--- src/verilog/packed_alu_pkg.sv ---
// constants and types shared by the packed add and logic execute unit
package packed_alu_pkg;
	localparam int unsigned WORD_W = 32;
	localparam int unsigned HALF_W = 16;
	localparam int unsigned BYTE_W = 8;
	localparam int unsigned LONG_W = 40;
	localparam int unsigned EXT_W  = LONG_W - WORD_W;
	localparam int unsigned CST_W  = 5;
	localparam int unsigned OPF_W  = 7;

	// opfield values selecting the unsigned long add form
	localparam logic [OPF_W-1:0] OPF_ULONG_WORD = 7'h2b;
	localparam logic [OPF_W-1:0] OPF_ULONG_EXT  = 7'h29;

	// reset value of the result stage and zero fill for the long add operands and odd word
	localparam logic [WORD_W-1:0] RESULT_RST = 32'h0000_0000;
	localparam logic [EXT_W-1:0]  EXT_ZERO   = 8'h00;
	localparam logic [WORD_W-EXT_W-1:0] HI_PAD = 24'h00_0000;

	// instruction selected by decode
	typedef enum logic [2:0] {
		OP_AND,
		OP_DUAL_HALFWORD_ADD,
		OP_QUAD_BYTE_ADD,
		OP_PAIRED_HALFWORD_ADD_SUB,
		OP_UNSIGNED_LONG_ADD
	} op_t;

	// functional unit issuing the instruction
	typedef enum logic [1:0] {
		UNIT_L,
		UNIT_S,
		UNIT_D,
		UNIT_M
	} unit_t;
endpackage
--- src/verilog/lane_adder.sv ---
// lane-split adder or subtractor with no carry crossing between lanes
`timescale 1ns/1ns
`default_nettype none
module lane_adder #(
	parameter int unsigned LANE_W = 16,
	parameter int unsigned LANES  = 2,
	parameter bit          SUB    = 1'b0
) (
	input  wire logic [LANE_W*LANES-1:0] a_i,
	input  wire logic [LANE_W*LANES-1:0] b_i,
	output logic      [LANE_W*LANES-1:0] y_o
);
	// each lane computed on its own, carry out dropped
	genvar g;
	generate
		for (g = 0; g < LANES; g++)
		begin : gen_lane
			if (SUB)
			begin : gen_sub
				assign y_o[g*LANE_W +: LANE_W] = a_i[g*LANE_W +: LANE_W] - b_i[g*LANE_W +: LANE_W];
			end
			else
			begin : gen_add
				assign y_o[g*LANE_W +: LANE_W] = a_i[g*LANE_W +: LANE_W] + b_i[g*LANE_W +: LANE_W];
			end
		end
	endgenerate
endmodule
`default_nettype wire

--- src/verilog/packed_add_logic_execute.sv ---
// execute-stage packed add, unsigned long add and bitwise and unit
// Overview of operation
// - the paired add/sub adds each signed half of source two to source one and writes the sums to the odd register.
// - the paired add/sub subtracts each signed half of source two from source one and writes them to the even register.
// - every instruction here takes one cycle with no delay slots, results appear after the first execute edge.
// - the unsigned long add sums its sources, opfield 2b taking two words and 29 taking a word plus a long.
// - the unsigned long add gives a 40-bit unsigned result that wraps with no saturation.
// - the dual halfword add sums each signed half of the sources into the same half of the destination.
// - the low-half carry of the dual halfword add never reaches the high half.
// - the quad byte add runs only on the L unit and adds four bytes without saturation.
// - no byte lane carry of the quad byte add touches another lane.
// - byte lane n of both sources sums into byte lane n of the destination for lanes zero to three.
// - the and instruction writes the bitwise and of its sources and runs on the L, S or D unit.
// - the signed five bit constant of the and instruction is sign-extended to 32 bits first.
`timescale 1ns/1ns
`default_nettype none
module packed_add_logic_execute (
	input  wire logic                                 clk_i,
	input  wire logic                                 rst_n_i,
	input  wire logic                                 valid_i,
	input  wire logic                                 cond_true_i,
	input  wire packed_alu_pkg::op_t                  op_i,
	input  wire packed_alu_pkg::unit_t                unit_i,
	input  wire logic [packed_alu_pkg::OPF_W-1:0]     opfield_i,
	input  wire logic                                 use_cst_i,
	input  wire logic [packed_alu_pkg::CST_W-1:0]     cst_i,
	input  wire logic [packed_alu_pkg::WORD_W-1:0]    src1_i,
	input  wire logic [packed_alu_pkg::WORD_W-1:0]    src2_i,
	input  wire logic [packed_alu_pkg::EXT_W-1:0]     src2_ext_i,
	output logic                                      wr_even_o,
	output logic                                      wr_odd_o,
	output logic [packed_alu_pkg::WORD_W-1:0]         even_data_o,
	output logic [packed_alu_pkg::WORD_W-1:0]         odd_data_o,
	output logic                                      illegal_o
);
	localparam int unsigned W = packed_alu_pkg::WORD_W;

	logic [W-1:0] half_sum;
	logic [W-1:0] half_diff;
	logic [W-1:0] byte_sum;
	logic [W-1:0] and_opnd;
	logic [packed_alu_pkg::LONG_W-1:0] long_b;
	logic [packed_alu_pkg::LONG_W-1:0] long_sum;
	logic legal;
	logic issue;
	logic wr_even_d, wr_even_q;
	logic wr_odd_d, wr_odd_q;
	logic illegal_d, illegal_q;
	logic [W-1:0] even_d, even_q;
	logic [W-1:0] odd_d, odd_q;

	// halfword lanes shared by dual add and paired add/sub
	lane_adder #(.LANE_W(packed_alu_pkg::HALF_W), .LANES(2), .SUB(1'b0)) u_half_add (
		.a_i (src1_i),
		.b_i (src2_i),
		.y_o (half_sum)
	);
	lane_adder #(.LANE_W(packed_alu_pkg::HALF_W), .LANES(2), .SUB(1'b1)) u_half_sub (
		.a_i (src1_i),
		.b_i (src2_i),
		.y_o (half_diff)
	);
	// four independent byte lanes
	lane_adder #(.LANE_W(packed_alu_pkg::BYTE_W), .LANES(4), .SUB(1'b0)) u_byte_add (
		.a_i (src1_i),
		.b_i (src2_i),
		.y_o (byte_sum)
	);

	// operand shaping for and and long add
	always_comb
	begin
		and_opnd = use_cst_i ? {{(W-packed_alu_pkg::CST_W){cst_i[packed_alu_pkg::CST_W-1]}}, cst_i}
		                     : src1_i;
		long_b   = (opfield_i == packed_alu_pkg::OPF_ULONG_EXT) ? {src2_ext_i, src2_i}
		                                                        : {packed_alu_pkg::EXT_ZERO, src2_i};
		long_sum = {packed_alu_pkg::EXT_ZERO, src1_i} + long_b;
	end

	// unit and form legality
	always_comb
	begin
		unique case (op_i)
			packed_alu_pkg::OP_AND:
				legal = (unit_i != packed_alu_pkg::UNIT_M);
			packed_alu_pkg::OP_DUAL_HALFWORD_ADD:
				legal = (unit_i != packed_alu_pkg::UNIT_M);
			packed_alu_pkg::OP_QUAD_BYTE_ADD:
				legal = (unit_i == packed_alu_pkg::UNIT_L);
			packed_alu_pkg::OP_PAIRED_HALFWORD_ADD_SUB:
				legal = (unit_i == packed_alu_pkg::UNIT_L);
			packed_alu_pkg::OP_UNSIGNED_LONG_ADD:
				legal = (unit_i == packed_alu_pkg::UNIT_L)
				        && (opfield_i == packed_alu_pkg::OPF_ULONG_WORD
				            || opfield_i == packed_alu_pkg::OPF_ULONG_EXT);
			default:
				legal = 1'b0;
		endcase
		issue = valid_i && cond_true_i && legal;
	end

	// next result stage values
	always_comb
	begin
		wr_even_d = 1'b0;
		wr_odd_d  = 1'b0;
		illegal_d = valid_i && !legal;
		even_d    = even_q;
		odd_d     = odd_q;
		if (issue)
		begin
			unique case (op_i)
				packed_alu_pkg::OP_AND:
				begin
					wr_even_d = 1'b1;
					even_d    = and_opnd & src2_i;
				end
				packed_alu_pkg::OP_DUAL_HALFWORD_ADD:
				begin
					wr_even_d = 1'b1;
					even_d    = half_sum;
				end
				packed_alu_pkg::OP_QUAD_BYTE_ADD:
				begin
					wr_even_d = 1'b1;
					even_d    = byte_sum;
				end
				packed_alu_pkg::OP_PAIRED_HALFWORD_ADD_SUB:
				begin
					wr_even_d = 1'b1;
					wr_odd_d  = 1'b1;
					odd_d     = half_sum;
					even_d    = half_diff;
				end
				packed_alu_pkg::OP_UNSIGNED_LONG_ADD:
				begin
					wr_even_d = 1'b1;
					wr_odd_d  = 1'b1;
					even_d    = long_sum[W-1:0];
					odd_d     = {packed_alu_pkg::HI_PAD, long_sum[packed_alu_pkg::LONG_W-1:W]};
				end
				default:
				begin
					wr_even_d = 1'b0;
				end
			endcase
		end
	end

	// result stage registers
	always_ff @(posedge clk_i)
	begin
		if (!rst_n_i)
		begin
			wr_even_q <= 1'b0;
			wr_odd_q  <= 1'b0;
			illegal_q <= 1'b0;
			even_q    <= packed_alu_pkg::RESULT_RST;
			odd_q     <= packed_alu_pkg::RESULT_RST;
		end
		else
		begin
			wr_even_q <= wr_even_d;
			wr_odd_q  <= wr_odd_d;
			illegal_q <= illegal_d;
			even_q    <= even_d;
			odd_q     <= odd_d;
		end
	end

	// outputs straight from the result stage
	assign wr_even_o   = wr_even_q;
	assign wr_odd_o    = wr_odd_q;
	assign illegal_o   = illegal_q;
	assign even_data_o = even_q;
	assign odd_data_o  = odd_q;
endmodule
`default_nettype wire

--- config.mk ---
export PLATFORM = sky130hd
export DESIGN_NAME = packed_add_logic_execute
export DESIGN_NICKNAME = d
export VERILOG_FILES = /design/src/verilog/packed_alu_pkg.sv /design/src/verilog/lane_adder.sv /design/src/verilog/packed_add_logic_execute.sv
export SDC_FILE = /design/constraint.sdc
export NUM_CORES = 1
export LEC_CHECK = 0
export BUFFER_PORTS_ARGS = -buffer_cell sky130_fd_sc_hd__buf_2
export CORE_MARGIN = 1
export CORE_UTILIZATION = 45
export CTS_CLUSTER_DIAMETER = 30
export DETAILED_ROUTE_END_ITERATION = 10
export PLACE_DENSITY = 0.67
export SYNTH_ARGS = -nofsm -noshare
export SYNTH_HDL_FRONTEND = slang
export SYNTH_SLANG_ARGS = --single-unit
--- constraint.sdc ---
create_clock -name clk_i -period 3.1 [get_ports clk_i]
set_input_delay 0.31 -clock clk_i [delete_from_list [all_inputs] [get_ports clk_i]]
set_output_delay 0.31 -clock clk_i [all_outputs]
set_load 0.1 [all_outputs]
Yosys cells after proc, flatten, opt, wreduce, memory -nomap -nowiden
Index checks and enable logic that the tools add are counted.
{ "word_totals": {"reg_bits": 67, "elab_cells": 46, "out_inout_bits": 67} }
{ "op_classes": {"n_reduce_logical": 17, "eq_ne": 7, "n_addsub": 9, "bitwise": 1, "muxes": 7} }
{ "op_table": {"columns": ["cell", "n"], "rows": [
  ["$pmux W32 S5", 1],
  ["$pmux W32 S2", 1],
  ["$add A32 B40 Y40", 1],
  ["$mux W40", 1],
  ["$add A16 B16 Y16", 2],
  ["$add A8 B8 Y8", 4],
  ["$and A32 B32 Y32", 1],
  ["$mux W32", 1],
  ["$sub A16 B16 Y16", 2],
  ["$eq A7 B6 Y1 const B", 2],
  ["$eq A3 B2 Y1 const B", 2],
  ["$reduce_and A2 Y1", 3],
  ["$reduce_or A2 Y1", 3],
  ["$reduce_bool A5 Y1", 1],
  ["$reduce_or A5 Y1", 1],
  ["$logic_and A1 B1 Y1", 4],
  ["$eq A3 B1 Y1 const B", 1],
  ["$eq A3 B3 Y1 const B", 1],
  ["$logic_not A3 Y1", 1],
  ["$pmux W1 S3", 1],
  ["$logic_not A2 Y1", 1],
  ["$mux W1", 2],
  ["$ne A2 B2 Y1 const B", 1],
  ["$reduce_bool A2 Y1", 1],
  ["other kinds (2)", 2]
]} }

Depth between registers and ports, before layout
Gate-level depths: netlist (run 1).
{ "logic_depth": {"depth_word": 6, "ltp_mapped": 12} }

Cells and area by module
Synthesis (run 1) repeated with hierarchy kept, for this count alone.
{ "unflattened": {"hier_cells": 1439, "area_unflattened_um2": 10441.3} }
{ "modules_own_cells": {"columns": ["module", "seq_area_each_um2", "area_per_inst_um2", "cells_per_inst", "instances"], "rows": [
  ["packed_add_logic_execute", 1341.3, 6263.5, 861, 1],
  ["lane_adder at u_half_sub", 0.0, 1665.3, 249, 1],
  ["lane_adder at u_half_add", 0.0, 1290.0, 169, 1],
  ["lane_adder at u_byte_add", 0.0, 1222.4, 160, 1]
]} }

Worst setup path after synthesis (run 1)
No wires, ideal clock.
{ "synth_path": {"path_type": "input to register", "startpoint": "input src1_i[0] (netlist name)", "endpoint": "register even_q[30] (netlist: even_data_o[30])", "n_path_buf": 0, "arrival_time_ps": 2487, "stages": 11, "slack_ps": 538, "path_cell_list": "ha_1 > inv_1 > fa_1 > o21bai_1 > a2111o_1 > a31o_2 > a311oi_2 > o21a_2 > mux2i_1 > a21oi_1 > a31oi_1"} }
{ "synth_between": {"elab_chain_len": 2} }
{ "synth_rtl": {"columns": ["element", "line_no", "rtl"], "rows": [
  ["start, declared", "packed_add_logic_execute.sv:27", "input wire logic [packed_alu_pkg::WORD_W-1:0] src1_i,"],
  ["$add A32 B40 Y40", "packed_add_logic_execute.sv:77", "long_sum = {packed_alu_pkg::EXT_ZERO, src1_i} + long_b;"],
  ["$pmux W32 S5", "packed_add_logic_execute.sv:112", "unique case (op_i)"],
  ["end signal, assigned", "packed_add_logic_execute.sv:158", "even_q <= packed_alu_pkg::RESULT_RST;"],
  ["end signal, assigned", "packed_add_logic_execute.sv:166", "even_q <= even_d;"],
  ["end, declared", "packed_add_logic_execute.sv:49", "logic [W-1:0] even_d, even_q;"]
]} }
No other way between the ends.
A chain may end at the register's enable or synchronous reset.

Final worst setup path (run 1)
Ends and elaborated chain as after synthesis.

==> impl_metrics.toml, run 1 <==
[worst_setup_path]
cp.required_ps = 3380
crit_family = "compound AO/OA/AOI/OAI gates"
slowest_delay_ps = 450
path_cells = "buf_2 > ha_1 > inv_1 > fa_1 > o21bai_1 > a2111o_1 > a31o_2 > a311oi_2 > o21a_2 > mux2i_1 > a21oi_1 > a31oi_1"
crit_arrival_ps = 3020
worstSetupPathType = "input pin to flop"
end_kind = "flop"
path_max_fanout = 6
critPathBufInv = 2
cp-start-kind = "input pin"
cpMaxStageDelayCell = "a2111o_1"

[sta]
rsz0062_at_grt = "false"
setup_viol = 0
fin_skew_ps = 0
slew_viol_final = 0
fmax_ghz = 0.365
period_needed_ps = 2740
hold_violations = 0
worst_pin_slew_ps = 886
fin_crit_sh_pct = 88.3
max_slew_margin_pct = 40.3
tns_ps = 0

[cells_and_area]
drive_gt1_share_pct = 23.3
fin_nets = 1501
instances_no_fill = 1569
fill_cells = 1743
diodes = 0
area_growth_pct = 21.5
multi_input_area_mm2 = 0.00617
seqCellArea_mm2 = 0.00134
utilization_pct = 56.7

[synth]
syn_inst = 1149
synth.distinct_cells = 94
yosysWarnings = 0
async_flop_share_pct = 0
synth_nets = 1311
synth.yosys.seq_area_share_pct = 16.4
synth.avg_cell_area_um2 = 7.13
synthFlopType = "dfxtp_1"
yosys-top-cells-count = "o21ai_0 (123), nor2_1 (98), nand2_1 (88), inv_1 (84), a21oi_1 (79)"
synth-edff-count = 0
ys_seq_elements = 67
synth.area.top_cells = "dfxtp_1 (16%), ha_1 (9.5%), o21ai_0 (7.5%)"
yosysMostFrequentCell = "o21ai_0"
synth_top_area_share_pct = 16.4
yosysTopAreaCell = "dfxtp_1"
syn_area_mm2 = 0.00819

[die]
ioPinCount = 161
die-width_um = 137
initial_core_util_pct = 46.7
rows = 48
die-area_mm2 = 0.0187
core_mm2 = 0.0175
die_h_um = 137

[place]
place_hpwl_um = 25100
place_inst = 1553
gp_congestion = 0.991
portBuffers = 160

[route]
ant_nets = 0
routed_wl_um = 32500
vias = 9674
vias_per_cell = 6.17
dr.first_iter.drc_count = 815
post_drt_wl_per_cell_um = 20.7
dr.pass1.iters = 8
drt_drc_violations_left = 0

[clock_network]
ctsResizeCount = 0
cts_made_buffers = 9
post_cts_buffers = 0
htree_levels = 3
root_buffer = "clkbuf_16"
cts_hold_buffers = 0
cts_buffer_depth = 2
clk_latency_ps = 350
cts_tree = "done"
clk_pin_slew_ps = 60
clkSinkCount = 67

[global_route]
grt_pass1_vias = 8927
antenna_found_initial = 0
grt_use_total_pct = 34.9
grt_overflow = 0
grt_pass1_wl_um = 49500
grt_max_degree = 39

[pwr]
p_leak_uw = 0.00452
peakVddDrop_uv = 295
power_density_mw_per_mm2 = 387

[hold_path]
hold_path_class = "input pin to flop"

[job]
maxCapViolCount = 0

[outcome]
status = "completed"
==> path summary, 6_finish.rpt <==
kind / from / endpoint / slack (ps) / cells past startpoint
setup reg to reg: odd_data_o[3]$_SDFFE_PN0P_ / odd_data_o[3]$_SDFFE_PN0P_ / 1780 / 5
hold / removal: valid_i / illegal_o$_SDFF_PN0_ / 230 / 2
setup / recovery: src1_i[0] / even_data_o[30]$_SDFFE_PN0P_ / 360 / 12
hold reg to reg: odd_data_o[20]$_SDFFE_PN0P_ / odd_data_o[20]$_SDFFE_PN0P_ / 450 / 2
==> cell type report <==
| cell class | instances | area share (%) |
|---|---|---|
| sequential | 67 | 13.5 |
| timing repair buffer | 246 | 14.8 |
| multi-input combinational | 926 | 62.0 |
| clock inverter | 6 | 1.13 |
| tap | 225 | 2.83 |
| inverter | 89 | 3.36 |
| clock buffer | 10 | 2.40 |
==> placed cells by master, fill, tap and decap left out, types with 8 or more instances in the layout <==
cell / count
buf_2: 160
o21ai_0: 123
nor2_1: 98
nand2_1: 88
inv_1: 84
buf_4: 84
a21oi_1: 79
dfxtp_1: 67
ha_1: 62
xnor2_1: 44
nand3_1: 36
nor3_1: 34
a31oi_1: 29
nor2b_1: 21
a211oi_1: 20
a22oi_1: 18
o211ai_1: 16
xor2_1: 15
o21a_1: 14
o31ai_1: 13
and3_1: 13
a221oi_1: 11
o21bai_1: 11
a21o_1: 11
nor4_1: 10
a32oi_1: 10
clkbuf_16: 9
nand2b_1: 8
or3_1: 8
==> registers in the layout, summed over array words and instances (netlist names) <==
signal	count
wr_odd_o	1
even_data_o	32
odd_data_o	32
illegal_o	1
wr_even_o	1
==> worst register-to-register path, cell delays in order, from the launching register on <==
cell and delay, ps:
dfxtp_1 350, nor2_1 50, a311oi_1 400, nand3_1 130
mux2_2 290, nand2_1 50
==> metrics by stage <==
stage	total power (uW)	hold slack (ps)	cell area (um2)	setup WS, ps
floorplan	2020	481	8190	538
global placement	2540	438	9600	153
detailed placement	2540	445	9600	76.2
CTS	3820	228	9950	439
global route	3990	249	9950	182
finish	3850	233	9950	362
==> per-layer routing <==
metal / vias up / track usage [%] / part of all wire [%]
met2: 472 / 57.2 / 45
met4: 0 / 17.6 / 4.9
met1: 4523 / 44.4 / 42
li1: 4572 / - / -
met5: - / 0 / 0
met3: 107 / 5.37 / 7.9
==> power breakdown <==
group	total [uW]	switching, uW	internal, uW
Sequential	895	11.8	883
Clock	1280	466	810
Combinational	1680	1080	592
==> logic make-up (layout without fill, tap and decap cells) <==
kind of cell / count (synthesis) / in the layout / synth area share (%)
AOI/OAI and AO/OA: 428 / 428 / 34.9
and+or+nand+nor: 359 / 359 / 21.6
buffers and inverters: 156 / 351 / 8.37
adders and majority gates: 68 / 68 / 10.9
DFF: 67 / 67 / 16.4
xor gates and xnor gates: 59 / 59 / 6.31
muxes: 12 / 12 / 1.54
Power figures use the tool's default switching activity.
==> run 2: changes to the inputs <==
--- a/config.mk
+++ b/config.mk
@@ -11,5 +11,7 @@
 export CTS_CLUSTER_DIAMETER = 30
 export DETAILED_ROUTE_END_ITERATION = 10
+export GPL_TIMING_DRIVEN = 0
 export PLACE_DENSITY = 0.67
+export REMOVE_ABC_BUFFERS = 1
 export SYNTH_ARGS = -nofsm -noshare
 export SYNTH_HDL_FRONTEND = slang
==> constraint.sdc (replaced) <==
create_clock -name clk_i -period 3.1 [get_ports clk_i]
set_input_delay 0.155 -clock clk_i [delete_from_list [all_inputs] [get_ports clk_i]]
set_output_delay 0.155 -clock clk_i [all_outputs]
set_load 0.1 [all_outputs]
==> impl_metrics.toml, run 2 (same netlist as run 1, synthesis figures left out) <==
[worst_setup_path]
end_kind = "flop"
worstSetupPathType = "input pin to flop"
cp-startpoint = "op_i[1]"
cpMaxStageDelayCell = "a211oi_2"
rr_worst_depth = 5
path_cells = "buf_2 > nor2_1 > nand4_1 > a211oi_2 > nor2_1 > a311oi_1 > nand3_1 > mux2_2 > nand2_1"
r2r_slack_ps = 1720
cp.required_ps = 3400
crit_path_frequent_cell = "nor2_1"
crit_arrival_ps = 3490
worstReg2RegEnd = "odd_data_o[3]$_SDFFE_PN0P_"
slowest_delay_ps = 910
path_max_fanout = 22
regToRegStartpoint = "odd_data_o[3]$_SDFFE_PN0P_"
cp-start-kind = "input pin"
worstSetupEndpoint = "odd_data_o[3]$_SDFFE_PN0P_"

[cells_and_area]
area_growth_pct = 14.4
layout_commonest_cell = "buf_2"
seqCellArea_mm2 = 0.00134
diodes = 0
drive_gt1_share_pct = 19.4
fin_nets = 1427
fill_cells = 1758
multi_input_area_mm2 = 0.00620
utilization_pct = 53.4
mostFrequentLayoutCells = "buf_2 (160), o21ai_0 (123), nor2_1 (97)"
stdcell_area_mm2 = 0.00937

[die]
die-area_mm2 = 0.0187
rows = 48
core_mm2 = 0.0175
die_h_um = 137
ioPinCount = 161
die-width_um = 137
initial_core_util_pct = 46.7

[route]
post_drt_wl_per_cell_um = 20.5
ant_nets = 0
drt_drc_violations_left = 0
dr.first_iter.drc_count = 814
vias_per_cell = 6.30
routed_wl_um = 30600
dr.pass1.iters = 5
vias = 9412

[clock_network]
clk_latency_ps = 350
cts_buffer_depth = 2
root_buffer = "clkbuf_16"
cts_made_buffers = 9
cts_tree = "done"
clkSinkCount = 67
clk_pin_slew_ps = 60
htree_levels = 3

[job]
maxCapViolCount = 0

[sta]
fin_crit_sh_pct = 103
setup_slack_ps = -92.8
hold_violations = 0
worst_pin_slew_ps = 1160
rsz0062_at_grt = "true"
tns_ps = -272
period_needed_ps = 3190
setup_viol = 10
slew_viol_final = 0
fin_skew_ps = 0
max_slew_margin_pct = 22.7
fmax_ghz = 0.313

[pwr]
power_density_mw_per_mm2 = 368
peakVddDrop_uv = 289
p_leak_uw = 0.00414

[global_route]
grt_max_degree = 40
grt_pass1_vias = 8568
grt_pass1_wl_um = 46600
grt_use_total_pct = 32.5
antenna_found_initial = 0
grt_overflow = 0

[place]
place_hpwl_um = 22000
gp_congestion = 0.952
portBuffers = 160
place_area_mm2 = 0.00900

[outcome]
violations = "negative setup slack"
status = "complete, but fails checks"

[hold_path]
hold_path_class = "input pin to flop"
run 2: changes by cell type in the layout (fill, tap and decap cells not counted), moves of 2 or more:
| cell | previous run | this run |
|---|---|---|
| clkinv_2 | 1 | 4 |
| buf_4 | 84 | 7 |
| bufinv_16 | 3 | 0 |
| nor3_2 | 0 | 2 |
| nor3_1 | 34 | 32 |
run 2: area by class of cell:
| class | count | area share, % |
|---|---|---|
| multi-input cells | 927 | 66.2 |
| clock buffers | 10 | 2.55 |
| well taps | 225 | 3.00 |
| flip-flops and latches | 67 | 14.3 |
| inverters | 89 | 3.58 |
| clock inverters | 6 | 0.427 |
| repair buffers | 171 | 9.90 |
run 2: how the worst min path moves through the flow:
| stage | start | end | cells past startpoint | slack, ps |
|---|---|---|---|---|
| global route | valid_i | illegal_o$_SDFF_PN0_ | 2 | 100 |
| global placement | odd_data_o[12]$_SDFFE_PN0P_ | odd_data_o[12]$_SDFFE_PN0P_ | 2 | 440 |
| detailed placement | odd_data_o[20]$_SDFFE_PN0P_ | odd_data_o[20]$_SDFFE_PN0P_ | 2 | 440 |
| finish | valid_i | illegal_o$_SDFF_PN0_ | 2 | 90 |
| CTS | valid_i | illegal_o$_SDFF_PN0_ | 2 | 80 |
| floorplan | rst_n_i | even_data_o[3]$_SDFFE_PN0P_ | 1 | 290 |
run 2: power by group:
group / internal [uW] / total, uW / switching, uW
logic: 502 / 1530 / 1030
registers: 883 / 894 / 10.6
clock network: 564 / 1020 / 457
run 2: critical path: cells and delay by family:
family                 cells  cell delay [ps]
buffers and inverters      1              280
and+or+nand+nor            5             1400
muxes                      1              300
AOI/OAI and AO/OA          2             1340
run 2: layer usage:
metal / vias to the layer above / wire length [um] / global-route usage [%]
li1: 4432 / - / -
met5: - / 0 / 0
met1: 4403 / 13300 / 43.2
met4: 0 / 984 / 12.6
met2: 501 / 13400 / 52.1
met3: 76 / 2850 / 5.67
run 2: timing repair:
action	CTS	global route
cloned	0	1
buffers inserted	0	8
setup endpoints to repair	1	16
endpoints found under the hold margin	0	0
gates resized for setup	1	2
hold buffers	0	0
pin swaps	0	1
run 2: stage by stage:
stage	setup WS, ps	hold slack [ps]	cells	total power [uW]
global placement	-2310	439	1467	2380
finish	-92.8	85.2	1495	3450
detailed placement	-388	445	1470	2390
global route	-170	97.2	1495	3600
floorplan	252	288	1082	1960
CTS	76.0	81.4	1486	3410
==> run 3: changes to the inputs <==
- CELL_PAD_IN_SITES_DETAIL_PLACEMENT: default -> 1
- CELL_PAD_IN_SITES_GLOBAL_PLACEMENT: default -> 1
- CORE_UTILIZATION: 45 -> 41
- PLACE_DENSITY: 0.67 -> 0.81
==> impl_metrics.toml, run 3 (same netlist as run 1, synthesis figures left out) <==
[global_route]
grt_use_total_pct = 32.8
antenna_found_initial = 0
grt_pass1_vias = 9314
grt_max_degree = 40
grt_pass1_wl_um = 51500
grt_overflow = 0

[pwr]
clkPwrFrac_pct = 35.4
power_density_mw_per_mm2 = 404
finalPower_uw = 3830
sw_frac_of_total_pct = 40.6
p_leak_uw = 0.00414
p_sw_uw = 1550
p_int_uw = 2280
power_frac_seq_pct = 23.4
combPwrFrac_pct = 41.3
peakVddDrop_uv = 248

[worst_setup_path]
cp.required_ps = 3350
worstSetupPathType = "input pin to flop"
cp-start-kind = "input pin"
path_max_fanout = 34
crit_arrival_ps = 3110
r2r_slack_ps = 1750
regToRegStartpoint = "odd_data_o[3]$_SDFFE_PN0P_"
cp-startpoint = "op_i[1]"
end_kind = "flop"

[cells_and_area]
utilization_pct = 48.6
mostFrequentLayoutCells = "buf_2 (160), o21ai_0 (122), nor2_1 (96)"
layout_commonest_cell = "buf_2"
drive_gt1_share_pct = 19.2
fin_nets = 1420
seqCellArea_mm2 = 0.00134
fill_cells = 2590
multi_input_area_mm2 = 0.00623
area_growth_pct = 15.8

[route]
vias = 9615
drt_drc_violations_left = 0
vias_per_cell = 6.28
ant_nets = 0
dr.first_iter.drc_count = 735
dr.pass1.iters = 5
routed_wl_um = 34000
post_drt_wl_per_cell_um = 22.2

[outcome]
status = "completed"

[sta]
tns_ps = 0
setup_slack_ps = 232
fmax_ghz = 0.349
max_slew_margin_pct = 36.7
worst_pin_slew_ps = 948
rsz0062_at_grt = "false"
fin_skew_ps = 0
slew_viol_final = 0
setup_viol = 0
fin_crit_sh_pct = 92.5
period_needed_ps = 2870
hold_violations = 0

[clock_network]
clk_pin_slew_ps = 60
clk_latency_ps = 350
root_buffer = "clkbuf_16"
clkSinkCount = 67
cts_hold_buffers = 0
cts_made_buffers = 9
htree_levels = 3
cts_buffer_depth = 2
cts_tree = "done"

[die]
rows = 51
initial_core_util_pct = 41.9
ioPinCount = 161
die-area_mm2 = 0.0205
die-width_um = 143
die_h_um = 143
core_mm2 = 0.0195

[place]
portBuffers = 160
gp_congestion = 0.954
dp_slack_ps = -670
place_hpwl_um = 24500

[job]
maxCapViolCount = 0

[hold_path]
hold_path_class = "input pin to flop"
hp-start = "valid_i"
-- run 3: worst max-delay path: stages --
cell      delay (ps)
buf_2            290
nor2_2           490
nand4_1          520
a21oi_4          620
buf_12           260
nand2_1          110
a211oi_1         280
a21boi_0         130
o21ai_1          120
a21oi_1           80
-- run 3: cell type report --
| class | count | area share (%) |
|---|---|---|
| multi-input cells | 927 | 65.7 |
| repair buffers | 164 | 9.14 |
| well taps | 265 | 3.50 |
| clock inverters | 6 | 1.44 |
| inverters | 89 | 3.54 |
| flip-flops and latches | 67 | 14.1 |
| diodes | 3 | 0.0791 |
| clock buffers | 10 | 2.52 |
-- run 3: power groups by stage --
stage	clock, uW	combinational, uW	sequential [uW]
final	1350	1580	895
after global routing	1390	1690	897
after CTS	1370	1540	895
after detailed placement	0	1530	914
after global placement	0	1490	913
after floorplan	0	892	1070
-- run 3: path summary, 6_finish.rpt --
| check | to | cells past startpoint |
|---|---|---|
| max | even_data_o[13]$_SDFFE_PN0P_ | 10 |
| min | illegal_o$_SDFF_PN0_ | 2 |
| max reg2reg | odd_data_o[3]$_SDFFE_PN0P_ | 5 |
| min reg2reg | odd_data_o[22]$_SDFFE_PN0P_ | 2 |
-- run 3: metrics by stage --
| stage | hold slack (ps) | instance area (um2) | instances |
|---|---|---|---|
| after floorplan | 288 | 7840 | 1082 |
| after global placement | 432 | 8970 | 1507 |
| after detailed placement | 443 | 9050 | 1510 |
| after CTS | 82.2 | 9450 | 1527 |
| after global routing | 108 | 9480 | 1528 |
| final | 81.3 | 9490 | 1531 |
-- run 3: what timing repair did --
item	4_1_cts	5_1_grt
setup buffers	1	0
pin swaps	0	1
cloned	0	1
endpoints found under the setup margin	22	3
hold endpoints to repair	0	0
resized for setup	5	5
-- run 3: layer usage --
metal  wire (um)  part of all wire [%]  up-vias  global-route usage [%]
met3        2300                   6.8       94                    3.77
met5           0                     0        -                       0
li1            -                     -     4407                       -
met4        1280                   3.8        0                    14.8
met2       15200                    45      410                    52.9
met1       15200                    45     4704                    43.9
